$ cat config.mk
export PLATFORM = sky130hd
export DESIGN_NAME = prs_port_read
export DESIGN_NICKNAME = d
export VERILOG_FILES = /design/src/include/prs_pkg.sv /design/src/include/prs_regbus_if.sv /design/src/rtl/prs_axil_slave.sv /design/src/rtl/prs_port_read.sv
export SDC_FILE = /design/constraint.sdc
export NUM_CORES = 1
export LEC_CHECK = 0
export BUFFER_PORTS_ARGS = -buffer_cell sky130_fd_sc_hd__clkbuf_2
export CAP_MARGIN = 20
export CELL_PAD_IN_SITES_DETAIL_PLACEMENT = 0
export CELL_PAD_IN_SITES_GLOBAL_PLACEMENT = 1
export CORE_ASPECT_RATIO = 1.4
export CORE_UTILIZATION = 39
export CTS_CLUSTER_SIZE = 28
export DETAILED_ROUTE_END_ITERATION = 12
export PLACE_DENSITY_LB_ADDON = 0.1
export SYNTH_ARGS = -nofsm -noshare
export SYNTH_HDL_FRONTEND = slang
export SYNTH_HIERARCHICAL = 1
export SYNTH_SLANG_ARGS = --single-unit
$ cat constraint.sdc
create_clock -name aclk -period 2.9 [get_ports aclk]
set_clock_uncertainty 0.2 [all_clocks]
set_input_delay 0 -clock aclk [delete_from_list [all_inputs] [get_ports aclk]]
set_output_delay 0 -clock aclk [all_outputs]
set_load 0.02 [all_outputs]
$ cat src/include/prs_pkg.sv
// package: constants, register map and types of the port read-data selector
package prs_pkg;
	localparam int NUM_PORTS = 5;
	localparam int ADDR_W = 18;
	localparam int DATA_W = 32;
	localparam int PORT_W = 8;
	// register byte addresses
	localparam logic [17:0] CTRL_ADDR = 18'h00000;
	localparam logic [17:0] DIR_BASE = 18'h00010;
	localparam logic [17:0] DATA_BASE = 18'h00030;
	localparam logic [17:0] PORT_STRIDE = 18'h00004;
	localparam logic [15:0] MODE_STATUS_INDEX = 16'hff12;
	localparam logic [17:0] MODE_STATUS_ADDR = {MODE_STATUS_INDEX, 2'b00};
	// control register fields
	localparam int CTRL_W = 5;
	localparam int BUS_RELEASE_BIT = 0;
	localparam int PIN_WAIT_BIT = 1;
	localparam int INT0_EN_BIT = 2;
	localparam int INT1_EN_BIT = 3;
	localparam int TRIG_EN_BIT = 4;
	// reset values
	localparam logic [4:0] CTRL_RESET = 5'h00;
	localparam logic [7:0] DIR_RESET = 8'h00;
	localparam logic [7:0] LATCH_RESET = 8'h00;
	localparam logic [2:0] MODE_RESET = 3'h0;
	localparam logic [7:0] MODE_RSVD_READ = 8'hc0;
	localparam logic [7:0] ALL_ONES = 8'hff;
	// cycles after reset release before the mode pins are captured
	localparam logic [1:0] MODE_SETTLE_CYCLES = 2'h2;
	// operating modes
	localparam logic [2:0] MODE_1 = 3'h1;
	localparam logic [2:0] MODE_2 = 3'h2;
	localparam logic [2:0] MODE_3 = 3'h3;
	localparam logic [2:0] MODE_4 = 3'h4;
	localparam logic [2:0] MODE_7 = 3'h7;
	// bus responses
	localparam logic [1:0] RESP_OKAY = 2'h0;
	localparam logic [1:0] RESP_SLVERR = 2'h2;
	typedef enum logic [2:0] {
		S_IDLE,
		S_WAIT,
		S_BRESP,
		S_RRESP
	} prs_axs_state_t;
endpackage

$ cat src/include/prs_regbus_if.sv
// interface: register access strobes between the bus slave and the register file
`timescale 1ns/100ps
interface prs_regbus_if;
	logic wr_req;
	logic rd_req;
	logic [17:0] addr;
	logic [31:0] wdata;
	logic [3:0] wstrb;
	logic ack;
	logic err;
	logic [31:0] rd_data;
	modport slave_end (output wr_req, output rd_req, output addr, output wdata, output wstrb,
		input ack, input err, input rd_data);
	modport regs_end (input wr_req, input rd_req, input addr, input wdata, input wstrb,
		output ack, output err, output rd_data);
endinterface

$ cat src/rtl/prs_axil_slave.sv
// module: axi4-lite slave front end issuing one register access at a time
`timescale 1ns/100ps
module prs_axil_slave (
	// clock, reset, enable
	input wire logic aclk,
	input wire logic aresetn,
	input wire logic ce,
	// write address and data
	input wire logic [17:0] awaddr,
	input wire logic awvalid,
	output logic awready,
	input wire logic [31:0] wdata,
	input wire logic [3:0] wstrb,
	input wire logic wvalid,
	output logic wready,
	// write response
	output logic [1:0] bresp,
	output logic bvalid,
	input wire logic bready,
	// read
	input wire logic [17:0] araddr,
	input wire logic arvalid,
	output logic arready,
	output logic [31:0] rdata,
	output logic [1:0] rresp,
	output logic rvalid,
	input wire logic rready,
	// register side
	prs_regbus_if.slave_end bus
);
	prs_pkg::prs_axs_state_t state_reg;
	logic [17:0] waddr_reg;
	logic [17:0] raddr_reg;
	logic [31:0] wdata_reg;
	logic [3:0] wstrb_reg;
	logic is_write_reg;

	////////////////////////////////////////////////////////////////////////
	// channel capture, each ready drops while its item is held
	always_ff @(posedge aclk) begin
		if (!aresetn) begin
			awready <= 1'b1;
			waddr_reg <= '0;
		end else if (ce) begin
			if (awvalid && awready) begin
				awready <= 1'b0;
				waddr_reg <= awaddr;
			end else if (state_reg == prs_pkg::S_BRESP && bready) begin
				awready <= 1'b1;
			end
		end
	end

	always_ff @(posedge aclk) begin
		if (!aresetn) begin
			wready <= 1'b1;
			wdata_reg <= '0;
			wstrb_reg <= '0;
		end else if (ce) begin
			if (wvalid && wready) begin
				wready <= 1'b0;
				wdata_reg <= wdata;
				wstrb_reg <= wstrb;
			end else if (state_reg == prs_pkg::S_BRESP && bready) begin
				wready <= 1'b1;
			end
		end
	end

	always_ff @(posedge aclk) begin
		if (!aresetn) begin
			arready <= 1'b1;
			raddr_reg <= '0;
		end else if (ce) begin
			if (arvalid && arready) begin
				arready <= 1'b0;
				raddr_reg <= araddr;
			end else if (state_reg == prs_pkg::S_RRESP && rready) begin
				arready <= 1'b1;
			end
		end
	end

	////////////////////////////////////////////////////////////////////////
	// access sequencer, writes before reads
	always_ff @(posedge aclk) begin
		if (!aresetn) begin
			state_reg <= prs_pkg::S_IDLE;
			bus.wr_req <= 1'b0;
			bus.rd_req <= 1'b0;
			bus.addr <= '0;
			bus.wdata <= '0;
			bus.wstrb <= '0;
			is_write_reg <= 1'b0;
			bvalid <= 1'b0;
			bresp <= prs_pkg::RESP_OKAY;
			rvalid <= 1'b0;
			rresp <= prs_pkg::RESP_OKAY;
			rdata <= '0;
		end else if (ce) begin
			case (state_reg)
				prs_pkg::S_IDLE: begin
					if (!awready && !wready) begin
						bus.wr_req <= 1'b1;
						bus.addr <= waddr_reg;
						bus.wdata <= wdata_reg;
						bus.wstrb <= wstrb_reg;
						is_write_reg <= 1'b1;
						state_reg <= prs_pkg::S_WAIT;
					end else if (!arready) begin
						bus.rd_req <= 1'b1;
						bus.addr <= raddr_reg;
						is_write_reg <= 1'b0;
						state_reg <= prs_pkg::S_WAIT;
					end
				end
				prs_pkg::S_WAIT: begin
					bus.wr_req <= 1'b0;
					bus.rd_req <= 1'b0;
					if (bus.ack && is_write_reg) begin
						bvalid <= 1'b1;
						bresp <= bus.err ? prs_pkg::RESP_SLVERR : prs_pkg::RESP_OKAY;
						state_reg <= prs_pkg::S_BRESP;
					end else if (bus.ack) begin
						rvalid <= 1'b1;
						rdata <= bus.rd_data;
						rresp <= bus.err ? prs_pkg::RESP_SLVERR : prs_pkg::RESP_OKAY;
						state_reg <= prs_pkg::S_RRESP;
					end
				end
				prs_pkg::S_BRESP: begin
					if (bready) begin
						bvalid <= 1'b0;
						state_reg <= prs_pkg::S_IDLE;
					end
				end
				prs_pkg::S_RRESP: begin
					if (rready) begin
						rvalid <= 1'b0;
						state_reg <= prs_pkg::S_IDLE;
					end
				end
				default: begin
					state_reg <= prs_pkg::S_IDLE;
				end
			endcase
		end
	end
endmodule

$ cat src/rtl/prs_port_read.sv
// module: port 1 to 5 latches, direction bits, mode capture and read-data selection
`timescale 1ns/100ps
// Summary of operation
// - port 1 bit 0 reads pin when input, system clock when output
// - port 1 bit 1 reads pin when input, E clock when output
// - port 1 bit 2 reads latch in modes 1-4 with bus release on, else direction
// - port 1 bit 3 direction selects pin or latch without bus release, or mode 7
// - port 1 bit 4 direction selects pin or latch without pin wait, or mode 7
// - port 1 bit 5 reads pin while interrupt 0 enabled, else direction
// - port 1 bit 6 reads pin while trigger or interrupt 1 enabled, else direction
// - port 1 bit 7 reads timer output while enabled, else direction
// - port 2 reads latch in modes 1-4, direction selects in mode 7
// - port 3 reads all ones in modes 1-4, direction selects in mode 7
// - port 4 reads latch in modes 1-4, direction selects in mode 7
// - port 5 reads latch in modes 1 and 3, direction selects in 2, 4, 7
// - mode pins captured after reset into read-only mode status bits
module prs_port_read (
	// clock, reset, enable
	input wire logic aclk,
	input wire logic aresetn,
	input wire logic ce,
	// axi4-lite
	input wire logic [17:0] awaddr,
	input wire logic awvalid,
	output logic awready,
	input wire logic [31:0] wdata,
	input wire logic [3:0] wstrb,
	input wire logic wvalid,
	output logic wready,
	output logic [1:0] bresp,
	output logic bvalid,
	input wire logic bready,
	input wire logic [17:0] araddr,
	input wire logic arvalid,
	output logic arready,
	output logic [31:0] rdata,
	output logic [1:0] rresp,
	output logic rvalid,
	input wire logic rready,
	// port pins, index 0 is port 1
	input wire logic [4:0][7:0] pin_in,
	output logic [4:0][7:0] pin_out,
	output logic [4:0][7:0] pin_oe,
	// mode pins
	input wire logic mode_pin2,
	input wire logic mode_pin1,
	input wire logic mode_pin0,
	// on-chip sources
	input wire logic sys_clk_level,
	input wire logic e_clk_level,
	input wire logic timer8_out_value,
	input wire logic timer8_out_enable,
	// status
	output logic [2:0] operating_mode
);
	prs_regbus_if bus ();
	logic [4:0][7:0] pin_meta_reg;
	logic [4:0][7:0] pin_sync_reg;
	logic [2:0] mode_meta_reg;
	logic [2:0] mode_sync_reg;
	logic [1:0] settle_cnt_reg;
	logic mode_valid_reg;
	logic [2:0] mode_reg;
	logic [4:0] ctrl_reg;
	logic [4:0][7:0] dir_reg;
	logic [4:0][7:0] latch_reg;
	logic ack_reg;
	logic err_reg;
	logic [31:0] rd_data_reg;
	logic exp_mode;
	logic [4:0][7:0] dflt_sel;
	logic [4:0][7:0] read_sel;
	logic ctrl_hit;
	logic mode_hit;
	logic dir_hit;
	logic data_hit;
	logic [2:0] port_idx;
	logic rd_go;
	logic wr_go;
	logic p1_read;

	prs_axil_slave u_slave (
		.aclk(aclk),
		.aresetn(aresetn),
		.ce(ce),
		.awaddr(awaddr),
		.awvalid(awvalid),
		.awready(awready),
		.wdata(wdata),
		.wstrb(wstrb),
		.wvalid(wvalid),
		.wready(wready),
		.bresp(bresp),
		.bvalid(bvalid),
		.bready(bready),
		.araddr(araddr),
		.arvalid(arvalid),
		.arready(arready),
		.rdata(rdata),
		.rresp(rresp),
		.rvalid(rvalid),
		.rready(rready),
		.bus(bus)
	);

	assign pin_out = latch_reg;
	assign pin_oe = dir_reg;
	assign operating_mode = mode_reg;
	assign bus.ack = ack_reg;
	assign bus.err = err_reg;
	assign bus.rd_data = rd_data_reg;
	assign rd_go = ce && bus.rd_req;
	assign wr_go = ce && bus.wr_req;
	assign p1_read = rd_go && data_hit && (port_idx == 3'h0);

	////////////////////////////////////////////////////////////////////////
	// pin and mode pin synchronisers
	always_ff @(posedge aclk) begin
		if (!aresetn) begin
			pin_meta_reg <= '0;
			pin_sync_reg <= '0;
			mode_meta_reg <= '0;
			mode_sync_reg <= '0;
		end else if (ce) begin
			pin_meta_reg <= pin_in;
			pin_sync_reg <= pin_meta_reg;
			mode_meta_reg <= {mode_pin2, mode_pin1, mode_pin0};
			mode_sync_reg <= mode_meta_reg;
		end
	end

	////////////////////////////////////////////////////////////////////////
	// mode capture once the synchroniser has filled after reset
	always_ff @(posedge aclk) begin
		if (!aresetn) begin
			settle_cnt_reg <= '0;
			mode_valid_reg <= 1'b0;
			mode_reg <= prs_pkg::MODE_RESET;
		end else if (ce && !mode_valid_reg) begin
			if (settle_cnt_reg == prs_pkg::MODE_SETTLE_CYCLES) begin
				mode_valid_reg <= 1'b1;
				mode_reg <= mode_sync_reg;
			end else begin
				settle_cnt_reg <= settle_cnt_reg + 2'h1;
			end
		end
	end

	////////////////////////////////////////////////////////////////////////
	// address decode
	always_comb begin
		ctrl_hit = (bus.addr == prs_pkg::CTRL_ADDR);
		mode_hit = (bus.addr == prs_pkg::MODE_STATUS_ADDR);
		dir_hit = 1'b0;
		data_hit = 1'b0;
		port_idx = 3'h0;
		for (int p = 0; p < prs_pkg::NUM_PORTS; p++) begin
			if (bus.addr == prs_pkg::DIR_BASE + prs_pkg::PORT_STRIDE * 18'(p)) begin
				dir_hit = 1'b1;
				port_idx = 3'(p);
			end
			if (bus.addr == prs_pkg::DATA_BASE + prs_pkg::PORT_STRIDE * 18'(p)) begin
				data_hit = 1'b1;
				port_idx = 3'(p);
			end
		end
	end

	////////////////////////////////////////////////////////////////////////
	// software writes, only byte lane 0 carries register bits
	always_ff @(posedge aclk) begin
		if (!aresetn) begin
			ctrl_reg <= prs_pkg::CTRL_RESET;
			dir_reg <= {prs_pkg::NUM_PORTS{prs_pkg::DIR_RESET}};
			latch_reg <= {prs_pkg::NUM_PORTS{prs_pkg::LATCH_RESET}};
		end else if (wr_go && bus.wstrb[0]) begin
			if (ctrl_hit) begin
				ctrl_reg <= bus.wdata[prs_pkg::CTRL_W-1:0];
			end
			if (dir_hit) begin
				dir_reg[port_idx] <= bus.wdata[7:0];
			end
			if (data_hit) begin
				latch_reg[port_idx] <= bus.wdata[7:0];
			end
		end
	end

	////////////////////////////////////////////////////////////////////////
	// port read-data selection
	always_comb begin
		exp_mode = (mode_reg >= prs_pkg::MODE_1) && (mode_reg <= prs_pkg::MODE_4);
		for (int p = 0; p < prs_pkg::NUM_PORTS; p++) begin
			dflt_sel[p] = (dir_reg[p] & latch_reg[p]) | (~dir_reg[p] & pin_sync_reg[p]);
		end
		read_sel = dflt_sel;
		read_sel[0][0] = dir_reg[0][0] ? sys_clk_level : pin_sync_reg[0][0];
		read_sel[0][1] = dir_reg[0][1] ? e_clk_level : pin_sync_reg[0][1];
		if (exp_mode && ctrl_reg[prs_pkg::BUS_RELEASE_BIT]) begin
			read_sel[0][2] = latch_reg[0][2];
			read_sel[0][3] = pin_sync_reg[0][3];
		end
		if (exp_mode && ctrl_reg[prs_pkg::PIN_WAIT_BIT]) begin
			read_sel[0][4] = pin_sync_reg[0][4];
		end
		if (ctrl_reg[prs_pkg::INT0_EN_BIT]) begin
			read_sel[0][5] = pin_sync_reg[0][5];
		end
		if (ctrl_reg[prs_pkg::TRIG_EN_BIT] || ctrl_reg[prs_pkg::INT1_EN_BIT]) begin
			read_sel[0][6] = pin_sync_reg[0][6];
		end
		if (timer8_out_enable) begin
			read_sel[0][7] = timer8_out_value;
		end
		if (exp_mode) begin
			read_sel[1] = latch_reg[1];
			read_sel[2] = prs_pkg::ALL_ONES;
			read_sel[3] = latch_reg[3];
		end
		if (mode_reg == prs_pkg::MODE_1 || mode_reg == prs_pkg::MODE_3) begin
			read_sel[4] = latch_reg[4];
		end
	end

	////////////////////////////////////////////////////////////////////////
	// access answer, one cycle after the request
	always_ff @(posedge aclk) begin
		if (!aresetn) begin
			ack_reg <= 1'b0;
			err_reg <= 1'b0;
			rd_data_reg <= '0;
		end else if (ce) begin
			ack_reg <= bus.wr_req || bus.rd_req;
			err_reg <= !(ctrl_hit || mode_hit || dir_hit || data_hit);
			if (bus.rd_req) begin
				rd_data_reg <= '0;
				if (ctrl_hit) begin
					rd_data_reg[prs_pkg::CTRL_W-1:0] <= ctrl_reg;
				end
				if (mode_hit) begin
					rd_data_reg[7:0] <= {prs_pkg::MODE_RSVD_READ[7:3], mode_reg};
				end
				if (dir_hit) begin
					rd_data_reg[7:0] <= dir_reg[port_idx];
				end
				if (data_hit) begin
					rd_data_reg[7:0] <= read_sel[port_idx];
				end
			end
		end
	end
endmodule

# --- After elaboration in Yosys (flattened, before gate mapping) ---
# Index checks and enable logic that the tools add are counted.
totals:
  ff_bits: 282
  input_bits: 127
  out_inout_bits: 124
  wordCells: 224
op_classes:
  addsub: 1
  order_cmp: 4
  eq_ne: 28
  muxes: 68
  bitwise: 22
  n_reduce_logical: 53
ops:
  columns: ["op", "n"]
  rows:
  - ["$eq A18 B6 Y1 const B", 5]
  - ["$and A8 B8 Y8", 10]
  - ["$bwmux W40", 2]
  - ["$eq A18 B5 Y1 const B", 4]
  - ["$mux W8", 7]
  - ["$bmux W8 S3", 2]
  - ["$not A8 Y8", 5]
  - ["$or A8 B8 Y8", 5]
  - ["$mux W3", 13]
  - ["$mux W18", 2]
  - ["$mux W1", 32]
  - ["$demux W8 S3", 1]
  - ["$mux W24", 1]
  - ["$reduce_and A2 Y1", 12]
  - ["$eq A18 B18 Y1 const B", 1]
  - ["$eq A18 B7 Y1 const B", 1]
  - ["$logic_not A18 Y1", 1]
  - ["$logic_and A1 B1 Y1", 14]
  - ["$ne A2 B2 Y1 const B", 7]
  - ["$pmux W3 S4", 1]
  - ["$reduce_and A3 Y1", 4]
  - ["$reduce_and A4 Y1", 3]
  - ["$reduce_bool A2 Y1", 6]
  - ["$reduce_and A5 Y1", 2]
  - ["17 further kinds", 35]

# --- Depth between registers and ports, before layout ---
# Gate-level depths: netlist of run 1.
logic_depth:
  word_depth: 14
  depth_mapped: 9
  mapped_depth_nobuf: 6

# --- Modules after synthesis ---
# Netlist of run 1, hierarchy kept.
by_module_without_submodules:
  columns: ["module", "n_inst", "cells_each", "area_per_inst_um2", "seq_area_each_um2"]
  rows:
  - ["prs_port_read", 1, 943, 8464.4, 3743.6]
  - ["prs_axil_slave", 1, 795, 6427.4, 3403.3]

# --- Least setup slack after synthesis of run 1 ---
# Ideal clock, no wire load.
synth_timing:
  path_type: "reg2reg"
  startpoint: "register u_slave.bus.addr[7]"
  endpoint: "register latch_reg, in the netlist pin_out[5]"
  setup_ns: 0.128
  arrival_time_ns: 2.568
  t_required_ns: 2.572
  setup_slack_ns: 0.005
  path_stages_with_launch: 10
  n_path_buf: 3
  period_less_slack_ns: 2.895
  cell_sequence: "dfxtp_1 -> or3_1 -> buf_2 -> or4_4 -> buf_6 -> a21o_1 -> buf_6 -> nor4_4 -> mux2i_1 -> nor2_1"
synth_via:
  elab_chain_len: 14
  word_cells_on_any_way: 29
  classes_between: "order compare: 2; eq/ne: 9; mux: 16; reduce/logical: 2"
synth_lines:
  columns: ["item", "line_no", "rtl"]
  rows:
  - ["start: declaration", "prs_regbus_if.sv:12", "modport slave_end (output wr_req, output rd_req, output addr, output wdata, output wstrb,"]
  - ["start signal: assignment", "prs_axil_slave.sv:105", "bus.addr <= waddr_reg;"]
  - ["start signal: assignment", "prs_axil_slave.sv:112", "bus.addr <= raddr_reg;"]
  - ["$eq A18 B5 Y1", "prs_port_read.sv:158", "if (bus.addr == prs_pkg::DIR_BASE + prs_pkg::PORT_STRIDE * 18'(p)) begin"]
  - ["$mux W1", "prs_port_read.sv:158", null]
  - ["$mux W3", "prs_port_read.sv:162", "if (bus.addr == prs_pkg::DATA_BASE + prs_pkg::PORT_STRIDE * 18'(p)) begin"]
  - ["$mux W3", "prs_port_read.sv:158", null]
  - ["$mux W3", "prs_port_read.sv:162", null]
  - ["$mux W3", "prs_port_read.sv:158", null]
  - ["$mux W3", "prs_port_read.sv:162", null]
  - ["$mux W3", "prs_port_read.sv:158", null]
  - ["$mux W3", "prs_port_read.sv:162", null]
  - ["$lt A3 B4 Y1 (not written as such) / $ge A3 B1 Y1 (equally long branches)", "prs_port_read.sv:184", "latch_reg[port_idx] <= bus.wdata[7:0];"]
  - ["$logic_and A1 B1 Y1 (not written as such)", "prs_port_read.sv:184", null]
  - ["$mux W8 (not written as such)", "prs_port_read.sv:184", null]
  - ["$demux W8 S3", "prs_port_read.sv:184", null]
  - ["$bwmux W40", "prs_port_read.sv:184", null]
  - ["end signal: assignment", "prs_port_read.sv:175", "latch_reg <= {prs_pkg::NUM_PORTS{prs_pkg::LATCH_RESET}};"]
  - ["end signal: indexed assignment", "prs_port_read.sv:184", null]
  - ["end: declaration", "prs_port_read.sv:66", "logic [4:0][7:0] latch_reg;"]
# Parallel ways exist; a longest one is shown, timed or not.
# A chain may end at the register's enable or synchronous reset.

# --- Worst setup path after layout of run 1 ---
layout_timing:
  startpoint: "register u_slave.bus.addr[11]"
  endpoint: "register latch_reg, in the netlist pin_out[16]"
# The elaborated chain is that of the path after synthesis.

==> out/qor.yml, run 1 <==
worst_setup_path:
  critPathMaxFanout: 9
  worstPathArrival_ps: 2990
  worst-setup-path-type: "reg -> reg"
  max_stage_delay_ps: 570
  worstPathCellList: "or4_4 > or4_4 > a21o_1 > buf_4 > nor4_2 > buf_4 > nand2_1 > a21oi_1"
  crit_family: "simple AND/OR/NAND/NOR gates"
  path_buf_inv: 2
  end_kind: "register"
  cp-start-kind: "register"
  required_ps: 3150
  critPathSlowestCell: "or4_4"
cells_and_area:
  drive_above_1_share_pct: 19.6
  seqCellArea_um2: 6070
  antennaDiodeCount: 0
  fillerInstances: 3233
  fin_util_pct: 52.8
  area_delta_synth_final_pct: 32.2
  multi_input_area_um2: 6420
  nets: 1984
grt:
  grt_overflow_total: 0
  track_usage_pct: 25.6
  grt_pass1_vias: 11660
  grt_max_degree: 57
  grt_pass1_wl_um: 66700
  antenna_found_initial: 0
routing:
  route.vias.total: 12063
  vias_per_cell: 5.20
  drtIter0Drc: 651
  drc: 0
  dr.pass1.iters: 5
  wire_per_inst_um: 18.7
  routed_wl_um: 43400
  ant_nets: 0
synthesis:
  avgSynthCellArea_um2: 8.61
  ys_warn_count: 6
  syn-cell-area_um2: 13000
  synth_cells: 1513
sta:
  fmax_mhz: 364
  finalSetupTns_ps: 0
  setup_viol: 0
  period_share_pct: 94.7
  fin_crit_ps: 2750
  hold_viol: 0
  tightest_slew_ps: 945
  maxSlewHeadroom_pct: 36.8
  slew_viol_final: 0
  rsz0062_at_grt: "no"
clocking:
  clock_latency_ps: 530
  clk_path_buf_depth: 3
  clk_transition_reported_paths_ps: 60
  htreeDepth: 2
  clock-sinks: 303
  root_buffer: "clkbuf_16"
  cts_tree: "done"
  cts_buffers: 34
floorplan:
  fp.dieW_um: 156
  die_height_um: 218
  row_count: 78
  ios: 251
  die_area_um2: 34100
  core-area_um2: 32600
  start_util_pct: 39.9
placed_design:
  gp_congestion: 0.896
  numPortBuffers: 221
  post-dp-hpwl_um: 30500
power_and_ir_drop:
  power-per-cell-area_nw_per_um2: 555
  vdd.ir_drop.worst_v: 0.000341
  leakage_nw: 7.19
run:
  cap_violations: 0
worst_hold_path:
  min-delay-path-class: "in -> reg"
status:
  status: "finished, final reports clean"
power breakdown:
group,switching (W),internal (W),total [W]
Clock,0.00171,0.00254,0.00425
Combinational,0.000499,0.000424,0.000923
Sequential,0.0000898,0.00428,0.00437
Total,0.00230,0.00725,0.00955
worst min-delay path, cell delays in order:
cell and delay, ps:
clkbuf_2 90, and3_1 380, nand2_1 150, a21oi_1 50
stage by stage:
stage                     power (W)  instance area (um^2)  hold slack (ps)  cells  setup slack, ps
after detailed placement    0.00525                 14700             28.8   2120              100
after CTS                   0.00966                 17200            0.568   2320             87.6
after global routing        0.00996                 17200             47.1   2321             21.4
final                       0.00955                 17200             7.06   2321              154
after floorplan             0.00497                 13100             -138   1537             4.94
after global placement      0.00524                 14700             27.4   2120              119
final timing paths:
path / from / cells after the start / to / slack, ps
worst max register to register: u_slave/bus.addr[11]$_SDFFE_PN0P_ / 8 / pin_out[16]$_SDFFE_PN0P_ / 150
worst min-delay path: arvalid / 4 / u_slave/raddr_reg[16]$_SDFFE_PN0P_ / 7
worst min register to register: u_slave/raddr_reg[6]$_SDFFE_PN0P_ / 2 / u_slave/raddr_reg[6]$_SDFFE_PN0P_ / 250
worst max-delay path: u_slave/bus.addr[11]$_SDFFE_PN0P_ / 8 / pin_out[16]$_SDFFE_PN0P_ / 150
final cells by class:
cell class / count / share of cell area (%)
clock buffers: 50 / 5.72
inverters: 12 / 0.283
repair buffers: 419 / 17.6
flip-flops and latches: 303 / 35.2
multi-input cells: 1086 / 37.3
clock inverters: 11 / 0.632
well taps: 440 / 3.20
placed cells by master, fill, tap and decap left out, types with 3 or more instances in the layout:
cell type / count
mux2_2: 13
a311o_1: 4
a21o_1: 7
o21ai_0: 79
a211o_1: 5
nand2b_1: 4
clkbuf_2: 220
clkbuf_16: 37
a211oi_1: 13
o31ai_1: 4
buf_4: 52
nor4_1: 7
dlygate4sd3_1: 139
or2_2: 4
inv_1: 9
clkbuf_1: 12
mux2i_1: 171
nand4_1: 10
or3_1: 6
nand3_1: 59
a32oi_1: 4
a31oi_1: 7
nand2_1: 198
a311oi_1: 22
dfxtp_1: 303
nor3b_1: 3
nor2_1: 164
o21ai_1: 8
clkinv_2: 9
and2_1: 7
conb_1: 26
nor3_1: 11
a21oi_1: 182
buf_12: 7
nor4_2: 4
a2111oi_0: 3
and3_1: 12
nor2b_1: 7
routing by layer:
layer	vias up	share of wire, %	GRT usage, %
li1	5965	-	-
met1	5692	41	30.2
met2	325	51	45.7
met3	81	4.3	3.45
met4	0	4.1	11.5
met5	-	0	0
what timing repair did:
action / CTS / global route
hold endpoints to repair: 112 / 0
hold buffers: 139 / 0
resized for setup: 0 / 4
endpoints found under the setup margin: 0 / 21
setup buffers: 0 / 1
(Power assumes the default switching activity.)
==> run 2: changes to the inputs <==
--- a/config.mk
+++ b/config.mk
@@ -7,10 +7,10 @@
 export LEC_CHECK = 0
 export BUFFER_PORTS_ARGS = -buffer_cell sky130_fd_sc_hd__clkbuf_2
 export CAP_MARGIN = 20
-export CELL_PAD_IN_SITES_DETAIL_PLACEMENT = 0
-export CELL_PAD_IN_SITES_GLOBAL_PLACEMENT = 1
+export CELL_PAD_IN_SITES_DETAIL_PLACEMENT = 1
+export CELL_PAD_IN_SITES_GLOBAL_PLACEMENT = 2
 export CORE_ASPECT_RATIO = 1.4
-export CORE_UTILIZATION = 39
+export CORE_UTILIZATION = 31
 export CTS_CLUSTER_SIZE = 28
 export DETAILED_ROUTE_END_ITERATION = 12
 export PLACE_DENSITY_LB_ADDON = 0.1
==> run 2 against run 1 <==
Routed wire length is 16% higher. Global-route usage down 2.4 points. First-iteration DRC count decreased by 15%. Die area rose by 26%. Via count grew 1.7%. Combinational power rose by 6.1%. Fmax decreased by 1.9%. Sequential share of layout area shrank 0.54 points. Flip-flop and latch count is the same. Clock-buffer cell count is 2 higher. Critical path type unchanged. Critical endpoint is now bus.rd_data[7]$_SDFFE_PN0P_.
==> out/qor.yml, run 2 (synthesis gave the netlist of run 1 again) <==
floorplan:
  core-area_um2: 41300  # +27%
  start_util_pct: 31.5  # -8.4 points
  fp.dieW_um: 175  # +12%
  row_count: 88  # +13%
  ios: 251  # unchanged
  die_area_um2: 42800  # +26%
  die_height_um: 244  # +12%
clocking:
  cts_tree: "done"
  clk_transition_reported_paths_ps: 70  # about the same
  clock-sinks: 303  # unchanged
  clock_latency_ps: 530  # about the same
  clk_path_buf_depth: 3  # unchanged
  cts_buffers: 34  # unchanged
  root_buffer: "clkbuf_16"
  htreeDepth: 2  # unchanged
sta:
  fmax_mhz: 357  # -1.9%
  slew_viol_final: 0  # unchanged
  tightest_slew_ps: 844  # -101 ps
  hold-worst-slack_ps: 12.4  # +5.35 ps
  hold_viol: 0  # unchanged
  fin_crit_ps: 2800  # +53.2 ps
  fin_ws_ps: 101  # -53.2 ps
  rsz0062_at_grt: "no"
  maxSlewHeadroom_pct: 43.7  # +6.9 points
  period_share_pct: 96.5  # +1.8 points
  finalSetupTns_ps: 0  # unchanged
  setup_viol: 0  # unchanged
routing:
  routed.top_layer: "met4"
  vias_per_cell: 5.05  # -2.8%
  wire_per_inst_um: 20.7  # +11%
  routed_wl_um: 50200  # +16%
  dr_wl_met2_um: 26700  # +21%
  route.vias.total: 12265  # +1.7%
  m1WireLength_um: 20400  # +15%
  drc: 0  # unchanged
  dr_wl_met3_um: 1430  # -24%
  dr.pass1.iters: 5  # unchanged
  drtIter0Drc: 554  # -15%
  ant_nets: 0  # unchanged
cells_and_area:
  area_delta_synth_final_pct: 34.3
  stdcell_count: 2427  # +4.6%
  final_common_cell: "dfxtp_1"
  nets: 1996  # +0.60%
  antennaDiodeCount: 0  # unchanged
  final_cell_mix: "dfxtp_1, clkbuf_2, nand2_1, a21oi_1, mux2i_1"
  drive_above_1_share_pct: 20.5  # +0.94 points
grt:
  track_usage_pct: 23.2  # -2.4 points
  grt_pass1_wl_um: 76500  # +15%
  grt_overflow_total: 0  # unchanged
  grt_pass1_vias: 12771  # +9.5%
  antenna_found_initial: 0  # unchanged
  grt_max_degree: 112  # +96%
worst_setup_path:
  end_kind: "register"
  worstPathCellList: "or4_4 > buf_4 > nor4_1 > buf_4 > and2_1 > buf_4 > a211oi_1 > o31ai_1 > a31oi_1"
  critPathMaxFanout: 6  # -3
  crit_top_cell: "buf_4"
  max_stage_delay_ps: 540  # -30 ps
  worstPathArrival_ps: 3000  # about the same
  worst-setup-path-type: "reg -> reg"
  critPathSlowestCell: "or4_4"
  cp-start-kind: "register"
  required_ps: 3110  # -40 ps
placed_design:
  pre_cts_slack_ps: 24.3  # -75.7 ps
  numPortBuffers: 221  # unchanged
  gp_congestion: 0.900  # +0.40%
  placedCellCount: 2234  # +5.4%
  post-dp-hpwl_um: 35600  # +17%
worst_hold_path:
  min-delay-path-class: "in -> reg"
power_and_ir_drop:
  power-per-cell-area_nw_per_um2: 557  # +0.35%
  vdd.ir_drop.worst_v: 0.000290  # -15%
  leakage_nw: 7.29  # +1.4%
status:
  status: "finished, final reports clean"
run:
  cap_violations: 0  # unchanged
==> run 2: layer usage <==
metal  GRT usage, %  up-vias
li1               -     5965
met1           26.4     5970
met2           43.8      261
met3           2.50       69
met4           8.93        0
met5              0        -
==> run 2: cell type report <==
class,count,area (um^2)
Multi-Input combinational cell,1086,6430
Clock buffer,52,1070
Fill cell,4858,23800
Clock inverter,3,43.8
Sequential cell,303,6070
Timing Repair Buffer,431,3150
Inverter,12,48.8
Tap cell,540,676
==> run 2: report_power, final <==
part / total [W] / internal (W) / switching, W / leakage (nW)
clock network: 0.00437 / 0.00262 / 0.00174 / 0.550
registers: 0.00439 / 0.00428 / 0.000103 / 2.46
logic: 0.000979 / 0.000448 / 0.000532 / 4.28
==> run 2: stage by stage <==
step / cell area (um^2) / total power (W) / util [%]
3_5_place_dp: 14900 / 0.00531 / 36.2
4_1_cts: 17400 / 0.00985 / 42.1
6_report: 17500 / 0.00973 / 42.3
3_3_place_gp: 14900 / 0.00529 / 36.2
5_1_grt: 17500 / 0.0101 / 42.3
2_1_floorplan: 13100 / 0.00497 / -
==> run 2: path summary, 6_finish.rpt <==
| path | from | end | slack, ps | cells past startpoint |
|---|---|---|---|---|
| setup / recovery | u_slave/bus.addr[11]$_SDFFE_PN0P_ | bus.rd_data[7]$_SDFFE_PN0P_ | 100 | 9 |
| hold / removal | arvalid | u_slave/raddr_reg[7]$_SDFFE_PN0P_ | 10 | 4 |
| setup reg to reg | u_slave/bus.addr[11]$_SDFFE_PN0P_ | bus.rd_data[7]$_SDFFE_PN0P_ | 100 | 9 |
| hold reg to reg | u_slave/raddr_reg[0]$_SDFFE_PN0P_ | u_slave/raddr_reg[0]$_SDFFE_PN0P_ | 260 | 2 |
==> run 2: worst max-delay path, delay by kind of cell, from the launching register on <==
family / cells / cell delay [ps]
DFF: 1 / 310
AOI/OAI and AO/OA: 3 / 550
and+or+nand+nor: 3 / 1070
buffers and inverters: 3 / 560
==> run 2: what timing repair did <==
action	4_1_cts	5_1_grt
gates cloned	0	1
hold buffers	134	0
resized for setup	1	7
endpoints found under the setup margin	2	53
buffers inserted	0	3
pin swaps	1	2
endpoints found under the hold margin	99	0
